<file path="src/shared/rqf_pkg.sv">
// constants and types shared by the receive queue block and its buffer
// assumes a 32-bit AHB-Lite register window decoded on the low 8 bits
package rqf_pkg;

	// ********************************************************
	// register offsets (byte addresses within the window)
	// ********************************************************
	localparam logic [7:0] OFF_FILTER_ENABLE = 8'hE0;
	localparam logic [7:0] OFF_STATUS = 8'hE8;
	localparam logic [7:0] OFF_CONTROL = 8'hF0;
	localparam logic [7:0] OFF_HEAD = 8'hF4;
	localparam logic [7:0] OFF_SLOT = 8'hF8;

	// ********************************************************
	// field layout
	// ********************************************************
	localparam int FILTER_PAIRS = 32;
	localparam int FIFO_DEPTH = 32;
	localparam int MSG_W = 32;
	localparam int RI_W = 5;
	localparam int FILL_W = 6;
	localparam int STAT_FILL_LSB = 8;
	localparam int STAT_IRI_BIT = 7;
	localparam int CTL_ENABLE_BIT = 0;
	localparam int CTL_SOFT_RST_BIT = 1;
	localparam int CTL_MAILBOX_BIT = 2;

	// ********************************************************
	// reset values and slot addressing
	// ********************************************************
	localparam logic [31:0] FILTER_ENABLE_RST = 32'h0000_0000;
	localparam logic [31:0] HRDATA_RST = 32'h0000_0000;
	localparam logic [7:0] ADDR_RST = 8'h00;
	localparam logic [2:0] SIZE_RST = 3'h0;
	localparam logic CONTROL_BIT_RST = 1'b0;
	localparam logic [15:0] SLOT_BASE = 16'h1100;
	localparam logic [15:0] SLOT_STRIDE = 16'h0048;

	// ********************************************************
	// bus encodings and bus-slave states
	// ********************************************************
	localparam logic [2:0] SIZE_WORD = 3'h2;
	localparam logic HRESP_OKAY = 1'b0;

	typedef enum logic [1:0] {
		ST_IDLE = 2'b00,
		ST_RWAIT = 2'b01,
		ST_RDONE = 2'b11,
		ST_WDATA = 2'b10
	} rqf_bus_state_t;

endpackage

</file>
<file path="src/rtl/rqf_fifo.sv">
// message buffer of the sequential receive queue, width and depth set
// by parameters; assumes DEPTH is a power of two so pointers wrap freely
`timescale 1ns/1ps
module rqf_fifo #(
	parameter int WIDTH = 32,
	parameter int DEPTH = 32
) (
	input wire logic clk,
	input wire logic rst,
	input wire logic ce,
	input wire logic clear,
	input wire logic in_valid,
	output logic in_ready,
	input wire logic [WIDTH-1:0] in_data,
	output logic out_valid,
	input wire logic out_ready,
	output logic [WIDTH-1:0] out_data,
	output logic [$clog2(DEPTH+1)-1:0] count,
	output logic [$clog2(DEPTH)-1:0] rd_index
);
	localparam int AW = $clog2(DEPTH);
	localparam int CW = $clog2(DEPTH+1);
	localparam logic [CW-1:0] FULL_COUNT = CW'(DEPTH);

	logic [WIDTH-1:0] mem [DEPTH];
	logic [AW-1:0] wr_ptr;
	logic [AW-1:0] rd_ptr;
	logic [AW-1:0] next_rd;
	logic [CW-1:0] next_count;
	wire push = in_valid & in_ready;
	// a pop on an empty queue is dropped here
	wire pop = out_ready & out_valid;
	wire bypass = push & (wr_ptr == next_rd);

	assign in_ready = (count != FULL_COUNT);
	assign out_valid = (count != '0);
	assign rd_index = rd_ptr;
	assign next_rd = pop ? AW'(rd_ptr + 1'b1) : rd_ptr;

	// ********************************************************
	// occupancy
	// ********************************************************
	// push and pop together leave the count alone
	always_comb
	begin
		next_count = count;
		if (push & ~pop)
			next_count = CW'(count + 1'b1);
		else if (pop & ~push)
			next_count = CW'(count - 1'b1);
	end

	always_ff @(posedge clk or posedge rst)
	begin
		if (rst)
		begin
			wr_ptr <= '0;
			rd_ptr <= '0;
			count <= '0;
			out_data <= '0;
		end
		else if (ce)
		begin
			if (clear)
			begin
				wr_ptr <= '0;
				rd_ptr <= '0;
				count <= '0;
				out_data <= '0;
			end
			else
			begin
				if (push)
					wr_ptr <= AW'(wr_ptr + 1'b1);
				rd_ptr <= next_rd;
				count <= next_count;
				// write-through keeps the head word fresh when empty
				out_data <= bypass ? in_data : mem[next_rd];
			end
		end
	end

	// ********************************************************
	// storage
	// ********************************************************
	always_ff @(posedge clk)
	begin
		if (ce & push & ~clear)
			mem[wr_ptr] <= in_data;
	end

endmodule

</file>
<file path="src/rtl/rqf_top.sv">
// receive queue control: filter pair enables, queue status with read
// index and fill level, host retire strobe, AHB-Lite register slave
// assumes one clock, synchronous inputs and a receive engine that offers
// one finished message per handshake together with its per-pair matches
//
// Contract
// - pair 0 enable bit set makes pair 0 take part in acceptance.
// - enable bits 1 to 9 act alike per pair, read/write, reset zero.
// - in mailbox mode both registers ignore writes and read zero.
// - status bits 13:8 report messages held, 0 to 32, from read index.
// - clearing controller enable keeps fill level and read index.
// - soft or hard reset forces fill level and read index to zero.
// - host writes 1 to bit 7; index advances, fill level drops by one.
// - retire strobe with fill level zero changes nothing.
// - retire together with a stored message leaves fill level unchanged; at fill level zero the code raises it to one.
// - retire strobe bit always reads zero.
// - status bits 4:0 give read index 0 to 31 of next message.
// - index 0 maps to 0x1100, 1 to 0x1148, 31 to 0x19B8.
// - with all enable bits zero no message is stored.
// - enable dropped during reception may store or discard message.
`timescale 1ns/1ps
module rqf_top (
	input wire logic CLOCK,
	input wire logic RST,
	input wire logic CE,
	input wire logic HSEL,
	input wire logic [7:0] HADDR,
	input wire logic [1:0] HTRANS,
	input wire logic HWRITE,
	input wire logic [2:0] HSIZE,
	input wire logic [31:0] HWDATA,
	input wire logic HREADY,
	output logic [31:0] HRDATA,
	output logic HREADYOUT,
	output logic HRESP,
	input wire logic RX_VALID,
	input wire logic [31:0] RX_DATA,
	input wire logic [31:0] RX_HIT,
	output logic RX_READY,
	output logic [31:0] FILTER_USE
);

	// ********************************************************
	// declarations
	// ********************************************************
	rqf_pkg::rqf_bus_state_t state;
	rqf_pkg::rqf_bus_state_t next_state;
	logic [7:0] a_addr;
	logic a_size_ok;
	logic [31:0] filter_pair_enable;
	logic controller_enable;
	logic soft_reset;
	logic mailbox_mode;
	logic [rqf_pkg::FILTER_PAIRS-1:0] pair_hit;
	logic [rqf_pkg::FILL_W-1:0] fill_level;
	logic [rqf_pkg::RI_W-1:0] read_index;
	logic [rqf_pkg::MSG_W-1:0] head_word;
	logic head_valid;
	logic fifo_in_ready;
	logic [15:0] slot_address;
	logic [31:0] status_word;
	logic [31:0] control_word;
	logic [31:0] rd_word;

	// ********************************************************
	// address phase decode
	// ********************************************************
	wire addr_phase = HSEL & HTRANS[1] & HREADY;
	wire in_rwait = (state == rqf_pkg::ST_RWAIT);
	wire in_wdata = (state == rqf_pkg::ST_WDATA);
	wire fifo_mode = ~mailbox_mode;

	wire sel_filter = (a_addr == rqf_pkg::OFF_FILTER_ENABLE);
	wire sel_status = (a_addr == rqf_pkg::OFF_STATUS);
	wire sel_control = (a_addr == rqf_pkg::OFF_CONTROL);
	wire sel_head = (a_addr == rqf_pkg::OFF_HEAD);
	wire sel_slot = (a_addr == rqf_pkg::OFF_SLOT);

	// writes land at the edge that closes their data phase
	wire wr_fire = CE & in_wdata & a_size_ok;
	wire wr_filter = wr_fire & sel_filter & fifo_mode;
	wire wr_status = wr_fire & sel_status & fifo_mode;
	wire wr_control = wr_fire & sel_control;

	// only bit 7 of a status write does anything
	wire retire = wr_status & HWDATA[rqf_pkg::STAT_IRI_BIT];

	// ********************************************************
	// bus handshake
	// ********************************************************
	// one wait state on reads so a read right behind a write sees it;
	// a low clock enable stretches every data phase
	assign HREADYOUT = CE & ~in_rwait;
	assign HRESP = rqf_pkg::HRESP_OKAY;

	always_comb
	begin
		next_state = state;
		case (state)
			rqf_pkg::ST_RWAIT:
				next_state = rqf_pkg::ST_RDONE;
			rqf_pkg::ST_IDLE,
			rqf_pkg::ST_RDONE,
			rqf_pkg::ST_WDATA:
			begin
				if (addr_phase & HWRITE)
					next_state = rqf_pkg::ST_WDATA;
				else if (addr_phase)
					next_state = rqf_pkg::ST_RWAIT;
				else
					next_state = rqf_pkg::ST_IDLE;
			end
			default:
				next_state = rqf_pkg::ST_IDLE;
		endcase
	end

	always_ff @(posedge CLOCK or posedge RST)
	begin
		if (RST)
			state <= rqf_pkg::ST_IDLE;
		else if (CE)
			state <= next_state;
	end

	always_ff @(posedge CLOCK or posedge RST)
	begin
		if (RST)
		begin
			a_addr <= rqf_pkg::ADDR_RST;
			a_size_ok <= 1'b0;
		end
		else if (CE & addr_phase & ~in_rwait)
		begin
			a_addr <= HADDR;
			a_size_ok <= (HSIZE == rqf_pkg::SIZE_WORD);
		end
	end

	// ********************************************************
	// filter pair enables
	// ********************************************************
	always_ff @(posedge CLOCK or posedge RST)
	begin
		if (RST)
			filter_pair_enable <= rqf_pkg::FILTER_ENABLE_RST;
		else if (wr_filter)
			filter_pair_enable <= HWDATA;
	end

	// the comparators see no pair at all while mailbox mode is set
	assign FILTER_USE = mailbox_mode ? '0 : filter_pair_enable;

	// a message passes when any enabled pair matched it
	genvar p;
	generate
		for (p = 0; p < rqf_pkg::FILTER_PAIRS; p++)
		begin : g_pair
			assign pair_hit[p] = RX_HIT[p] & filter_pair_enable[p];
		end
	endgenerate

	// enables are sampled at the handshake, so a bit dropped mid-frame
	// decides by its value at the edge where the frame is taken
	wire accepted = |pair_hit;

	// ********************************************************
	// control: enable, soft reset pulse, buffer mode
	// ********************************************************
	always_ff @(posedge CLOCK or posedge RST)
	begin
		if (RST)
		begin
			controller_enable <= rqf_pkg::CONTROL_BIT_RST;
			soft_reset <= rqf_pkg::CONTROL_BIT_RST;
			mailbox_mode <= rqf_pkg::CONTROL_BIT_RST;
		end
		else if (CE)
		begin
			soft_reset <= wr_control & HWDATA[rqf_pkg::CTL_SOFT_RST_BIT];
			if (wr_control)
			begin
				// dropping the enable leaves the queue pointers alone
				controller_enable <= HWDATA[rqf_pkg::CTL_ENABLE_BIT];
				mailbox_mode <= HWDATA[rqf_pkg::CTL_MAILBOX_BIT];
			end
		end
	end

	// ********************************************************
	// receive path into the queue
	// ********************************************************
	// rejected messages are consumed and dropped; accepted ones wait
	// for room, which is how a full queue stalls the receive engine
	wire rx_open = controller_enable & fifo_mode;
	assign RX_READY = rx_open & (fifo_in_ready | ~accepted);
	wire rx_store = RX_VALID & rx_open & accepted;

	rqf_fifo #(
		.WIDTH(rqf_pkg::MSG_W),
		.DEPTH(rqf_pkg::FIFO_DEPTH)
	) u_queue (
		.clk(CLOCK),
		.rst(RST),
		.ce(CE),
		.clear(soft_reset),
		.in_valid(rx_store),
		.in_ready(fifo_in_ready),
		.in_data(RX_DATA),
		.out_valid(head_valid),
		.out_ready(retire),
		.out_data(head_word),
		.count(fill_level),
		.rd_index(read_index)
	);

	// ********************************************************
	// read data
	// ********************************************************
	// fill level needs six bits to reach 32, so its top bit takes 13
	assign status_word = {
		18'h0_0000,
		fill_level,
		1'b0,
		2'h0,
		read_index
	};

	assign slot_address = 16'(rqf_pkg::SLOT_BASE +
		16'(16'(read_index) * rqf_pkg::SLOT_STRIDE));

	assign control_word = {
		29'h0000_0000,
		mailbox_mode,
		1'b0,
		controller_enable
	};

	wire [31:0] filter_rd = fifo_mode ? filter_pair_enable : '0;
	wire [31:0] status_rd = fifo_mode ? status_word : '0;
	wire [31:0] head_rd = (fifo_mode & head_valid) ? head_word : '0;
	wire [31:0] slot_rd = fifo_mode ? {16'h0000, slot_address} : '0;

	// unmapped offsets read as zero
	assign rd_word = ({32{sel_filter}} & filter_rd)
		| ({32{sel_status}} & status_rd)
		| ({32{sel_control}} & control_word)
		| ({32{sel_head}} & head_rd)
		| ({32{sel_slot}} & slot_rd);

	always_ff @(posedge CLOCK or posedge RST)
	begin
		if (RST)
			HRDATA <= rqf_pkg::HRDATA_RST;
		else if (CE & in_rwait)
			HRDATA <= rd_word;
	end

endmodule

</file>
<file path="config.mk">
export PLATFORM = sky130hd
export DESIGN_NAME = rqf_top
export DESIGN_NICKNAME = d
export VERILOG_FILES = /design/src/shared/rqf_pkg.sv /design/src/rtl/rqf_fifo.sv /design/src/rtl/rqf_top.sv
export SDC_FILE = /design/constraint.sdc
export NUM_CORES = 1
export LEC_CHECK = 0
export BUFFER_PORTS_ARGS = -buffer_cell sky130_fd_sc_hd__buf_2
export CORE_ASPECT_RATIO = 0.9
export CORE_UTILIZATION = 35
export DETAILED_ROUTE_END_ITERATION = 8
export PLACE_DENSITY = 0.48
export SYNTH_ARGS = -nofsm -noshare
export SYNTH_HDL_FRONTEND = slang
export SYNTH_HIERARCHICAL = 1
export SYNTH_SLANG_ARGS = --single-unit
</file>
<file path="constraint.sdc">
create_clock -name CLOCK -period 5.8 [get_ports CLOCK]
set_clock_uncertainty 0.2 [all_clocks]
set_input_delay 1.45 -clock CLOCK [delete_from_list [all_inputs] [get_ports CLOCK]]
set_output_delay 1.45 -clock CLOCK [all_outputs]
set_load 0.02 [all_outputs]
</file>
==> results of run 1 <==
synth_stat cells, types with 9 or more instances:
library cell     n
o32ai_1        128
nand4_1        167
nand3_1        148
inv_1           20
edfxtp_1      1024
a311oi_1       128
dfrtp_1        126
o22ai_1        387
xnor2_1          9
ha_1            14
nor2b_1         67
o21ai_0        279
a221oi_1        22
a22oi_1         17
a21o_1           9
buf_2           74
a21oi_1        274
mux2_2          46
nand2_1         30
clkbuf_1       306
nor2_1          94
nor3_1         392
a221o_1         33
buf_1           34
worst paths after layout:
| check | from | end | slack [ns] |
|---|---|---|---|
| max | RX_HIT[8] | RX_READY | 1.04 |
| min | HRDATA[0] | HRDATA[0] | 0.29 |
| max reg2reg | a_addr[0] | u_queue/out_data[6] | 1.29 |
| min reg2reg | HRDATA[0] | HRDATA[0] | 0.29 |
| max in group asynchronous | RST | u_queue/wr_ptr[4] | 3.69 |
| min in group asynchronous | RST | u_queue/out_data[10] | 0.61 |
layout make-up:
type	count	share of cell area (%)
flip-flops and latches	1150	58.6
multi-input cells	2347	25.7
clock buffers	152	5.57
repair buffers	333	4.66
well taps	1862	4.02
clock inverters	79	1.37
inverters	20	0.132
diodes	2	0.00865
critical path: stages:
cell     delay (ns)
buf_2          0.09
a22oi_1        0.21
nand4_1        0.16
or4_1          0.64
a21oi_1        0.32
buf_2          0.23
logic make-up (layout without fill, tap and decap cells):
family,Yosys count,after routing,share of synthesized area [%]
other,1,3,0.00747
DFF,1150,1150,67.6
and+or+nand+nor,947,947,10.0
xor gates and xnor gates,18,18,0.384
adders and majority gates,16,16,0.429
muxes,49,49,1.10
AOI/OAI and AO/OA,1316,1316,16.9
buffers and inverters,443,584,3.61
stage by stage:
stage               cells  area [um^2]  utilization (%)  worst slack, ns  total power (W)
floorplan            3940        50200                -             1.05           0.0106
global placement     5712        53900             37.9            0.563           0.0116
CTS                  5943        57900             40.8            0.998           0.0195
global route         5945        57900             40.8            0.925           0.0200
detailed placement   5712        53900             37.9            0.540           0.0116
finish               5945        57900             40.8             1.04           0.0194
power breakdown:
part | internal, W | total, W | switching, W
combinational | 0.000649 | 0.00195 | 0.00130
sequential | 0.00920 | 0.00950 | 0.000300
clock | 0.00452 | 0.00794 | 0.00341
total | 0.0144 | 0.0194 | 0.00501
layer usage:
metal,vias up,wire (um)
met2,1567,83600
met1,19000,79300
met5,-,90
met4,12,4620
li1,16100,-
met3,288,13900
sequential cells by signal, indices dropped and copies added (netlist names):
register	cells
state	2
controller_enable	1
soft_reset	1
HRDATA	32
u_queue/count	6
u_queue/mem	1024
filter_pair_enable	32
u_queue/rd_index	5
a_size_ok	1
u_queue/wr_ptr	5
u_queue/out_data	32
mailbox_mode	1
a_addr	8
==> flow_metrics.tcl, run 1 <==
set metrics [dict create \
    status "finished, final reports clean" \
    critPathArrivalTime_ns 3.11 \
    grt_use_met1_pct 34.5 \
    power_density_nw_per_um2 335 \
    hold_path.class "register to register" \
    cts_tree "yes" \
    grt-ovfl-total 0 \
    synth_ff_type "edfxtp_1" \
    synth_edf_count 1024 \
    cp_max_fo 2 \
    busiest_layer "met2" \
    hold-path-cell-count 2 \
    synth.top_cell.area_share_pct 61.3 \
    fp.dieH_um 361 \
    start_util_pct 35.4 \
    synth_fp_nets 4072 \
    slew_headroom_pct 24.2 \
    rsz0062_at_grt "false" \
    viasPerCell 6.21 \
    met2_usage_pct 38.0 \
    clk_latency_ns 0.77 \
    antenna_found_initial 15 \
    num_rows 131 \
    io_pins 183 \
    nets 4105 \
    leakage_nw 18.2 \
    grt_max_degree 197 \
    nFillCells 13100 \
    io_buffers 180 \
    cts-htree-levels 3 \
    drive_above_1_share_pct 15.5 \
    syn-mean-instance-area_um2 12.7 \
    cts-root-buf "clkbuf_16" \
    startpoint_type "input port" \
    area_delta_synth_final_pct 15.3 \
    clock_sinks 1150 \
    routed_wl_um 181000 \
    reg2regPathDepth 13 \
    max_freq_mhz 210 \
    vdd_drop_max_mv 0.254 \
    final_cell_mix "edfxtp_1 (1024), nor3_1 (391), o22ai_1 (387), o21ai_0 (279), a21oi_1 (272)" \
    core_area_um2 142000 \
    maxSlewViolCount 0 \
    vias 36900 \
    setup_violations 0 \
    place_hpwl_um 98000 \
    cts_resized 0 \
    grt_use_met3_pct 4.70 \
    crit_required_ns 4.15 \
    worst_pin_slew_ns 1.13 \
    synth_top_area_cell "edfxtp_1" \
    async_flop_share_pct 11.0 \
    drt_iter0_drc 3647 \
    antenna_left 0 \
    whs_ns 0.294 \
    wl_per_cell_um 30.5 \
    syn_area_um2 50200 \
    end_kind "primary output" \
    seqCellArea_um2 33900 \
    fin_crit_ns 4.76 \
    synthCells 3940 \
    hold_violations 0 \
    synth_seq_area_share_pct 67.6 \
    ctsHoldBuffers 0 \
    multi_input_area_um2 14900 \
    first_global_vias 34800 \
    grt_pass1_wl_um 259000 \
    drc 0 \
    tns_ns 0 \
    synth_warnings 6 \
    die_x_um 401 \
    post_cts_buffers 0 \
    worstSetupPathType "input port to primary output" \
    numCtsBuffers 121 \
    gr-usage-all-layers_pct 24.3 \
    gp_congestion 0.800 \
    cts_buffer_depth 3 \
    drv_cap 0 \
    first_pass_iters 6 \
    clkTransAtPathRegs_ns 0.06 \
    final_common_cell "edfxtp_1" \
    die_area_um2 145000 \
    yosysUniqueCellTypes 75 \
    post-route-period-util_pct 82.0 \
    synth_seq_cells 1150 \
    synthTopCellsByArea "edfxtp_1 (61%), dfrtp_1 (6.3%), o22ai_1 (4.8%), nor3_1 (3.9%), o21ai_0 (2.8%)" \
]
(Power assumes the default switching activity.)
==> run 2: changes to the inputs <==
--- a/config.mk
+++ b/config.mk
@@ -9,7 +9,7 @@
 export CORE_ASPECT_RATIO = 0.9
 export CORE_UTILIZATION = 35
 export DETAILED_ROUTE_END_ITERATION = 8
-export PLACE_DENSITY = 0.48
+export PLACE_DENSITY = 0.5
 export SYNTH_ARGS = -nofsm -noshare
 export SYNTH_HDL_FRONTEND = slang
 export SYNTH_HIERARCHICAL = 1
==> constraint.sdc (replaced) <==
create_clock -name CLOCK -period 4.1 [get_ports CLOCK]
set_clock_uncertainty 0.2 [all_clocks]
set_input_delay 1.025 -clock CLOCK [delete_from_list [all_inputs] [get_ports CLOCK]]
set_output_delay 1.025 -clock CLOCK [all_outputs]
set_load 0.02 [all_outputs]
==> run 2 against run 1 <==
Against the previous run: sequential cell count is the same; highest routed layer unchanged; first-iteration DRC count grew 24%; sequential power grew 41%; non-clock buffer count grew 289; clock-buffer cell count grew 7; core utilization grew 2.6 points; setup slack lost 0.91 ns; critical endpoint unchanged; critical path depth is the same; sequential share of layout area shrank 3.5 points; cell area grew 6.4%.
==> flow_metrics.tcl, run 2 (synthesis results as in run 1) <==
set metrics [dict create \
    crit_chain "a22oi_1 -> nand4_1 -> or4_1 -> a21oi_4 -> buf_4 -> buf_2" \
    end_kind "primary output" \
    grt-ovfl-total 0 \
    post-route-period-util_pct 96.7 \
    worst_pin_slew_ns 0.842 \
    worstSetupPathType "register to primary output" \
    ctsHoldBuffers 0 \
    critPathArrivalTime_ns 2.74 \
    maxSlewViolCount 0 \
    io_buffers 180 \
    gp_congestion 0.852 \
    cts-root-buf "clkbuf_16" \
    first_global_vias 36000 \
    die_x_um 401 \
    vdd_drop_max_mv 0.342 \
    place_hpwl_um 116000 \
    first_pass_iters 7 \
    final_cell_mix "edfxtp_1 (1024), nor3_1 (389), o22ai_1 (387), o21ai_0 (279), a21oi_1 (271)" \
    numCtsBuffers 119 \
    largest_reg_flops 1024 \
    nFillCells 13000 \
    gr-usage-all-layers_pct 24.8 \
    clkTransAtPathRegs_ns 0.06 \
    cts_buffer_depth 3 \
    slew_headroom_pct 43.4 \
    drc 0 \
    routed_wl_um 186000 \
    crit_family "simple AND/OR/NAND/NOR gates" \
    whs_ns 0.183 \
    final_common_cell "edfxtp_1" \
    fin_crit_ns 3.97 \
    antenna_found_initial 15 \
    status "finished, final reports clean" \
    reg2reg_slack_ns 0.16 \
    grt_use_met1_pct 35.8 \
    drt_iter0_drc 4507 \
    crit_slowest_cell "or4_1" \
    fin_util_pct 43.4 \
    reg2regPathDepth 15 \
    multi_input_area_um2 14900 \
    leakage_nw 20.0 \
    grt_pass1_wl_um 264000 \
    crit_buf_inv 2 \
    seqCellArea_um2 33900 \
    setup_violations 0 \
    hold_violations 0 \
    tns_ns 0 \
    instances_no_fill 6232 \
    clk_latency_ns 0.75 \
    antenna_left 0 \
    vias 38500 \
    drive_above_1_share_pct 20.9 \
    met2_usage_pct 37.6 \
    cts-htree-levels 3 \
    max_freq_mhz 252 \
    crit_required_ns 2.87 \
    core_area_um2 142000 \
    start_util_pct 35.4 \
    grt_max_degree 144 \
    regMostFlops "u_queue/mem" \
    die_area_um2 145000 \
    viasPerCell 6.18 \
    r2r_end "u_queue/out_data[27]" \
    clock_sinks 1150 \
    cts_tree "yes" \
    power.total_w 0.0275 \
    nets 4392 \
    busiest_layer "met2" \
    wl_per_cell_um 29.8 \
    post-place-cells 5998 \
    hold_path.class "input port to asynchronous set/reset pin" \
    grt_use_met3_pct 5.26 \
    num_rows 131 \
    startpoint_type "register" \
    r2r_start "a_addr[0]" \
    cp_max_fo 4 \
    max_stage_delay_ns 0.61 \
    power_density_nw_per_um2 447 \
    io_pins 183 \
    drv_cap 0 \
    fp.dieH_um 361 \
    area_delta_synth_final_pct 22.7 \
]
==> run 2: changes by cell type in the layout (fill, tap and decap cells not counted), moves of 2 or more <==
cell / previous run / this run
buf_6: 0 / 2
clkbuf_8: 6 / 14
buf_12: 52 / 172
bufinv_16: 13 / 11
buf_4: 101 / 267
diode_2: 2 / 5
clkinv_4: 0 / 2
clkinv_1: 20 / 27
clkinv_2: 38 / 21
nor3_1: 391 / 389
==> run 2: power breakdown <==
group	switching [W]	total (W)	internal, W
clock network	0.00474	0.0111	0.00635
registers	0.000375	0.0134	0.0130
logic	0.00195	0.00306	0.00112
total	0.00707	0.0275	0.0205
==> run 2: final cells by class <==
cell class                 count  area share (%)
tap                         1862            3.78
sequential                  1150            55.1
clock inverter                67            1.07
antenna                        5          0.0203
clock buffer                 159            5.38
inverter                      20           0.124
timing repair buffer         622            10.4
multi-input combinational   2347            24.2
==> run 2: how the worst max path moves through the flow <==
stage | slack [ns] | startpoint | depth (start not counted) | end
after floorplan | -0.23 | RX_HIT[9] | 9 | u_queue/mem[15][0]
after CTS | 0.04 | filter_pair_enable[18] | 6 | RX_READY
after global placement | -0.16 | RX_HIT[20] | 15 | u_queue/count[5]
after global routing | -0.03 | a_addr[0] | 15 | u_queue/out_data[8]
final | 0.13 | filter_pair_enable[2] | 6 | RX_READY
after detailed placement | -0.14 | CE | 14 | u_queue/out_data[29]
==> run 2: per-stage QoR <==
stage	setup WS, ns	cell area (um^2)
floorplan	-0.228	50200
global placement	-0.160	57500
detailed placement	-0.143	57500
CTS	0.0425	61500
global route	-0.0299	61600
finish	0.134	61600
==> run 2: timing repair <==
action,4_1_cts,5_1_grt
cloned,0,2
buffers inserted,0,1
setup endpoints to repair,1,33
pin swaps,0,3
resized for setup,1,6
==> run 2: worst reg2reg max path: cells and delay by family, from the launching register on <==
| family | cells | cell delay, ns |
|---|---|---|
| and+or+nand+nor | 6 | 1.34 |
| buffers and inverters | 5 | 1.11 |
| AOI/OAI and AO/OA | 4 | 0.74 |
| DFF | 1 | 0.43 |
==> run 2: routing by layer <==
metal	part of all wire (%)	vias up
met5	0.050	-
met4	2.9	10
met3	9.0	266
met2	45	1851
met1	43	19700
li1	-	16700
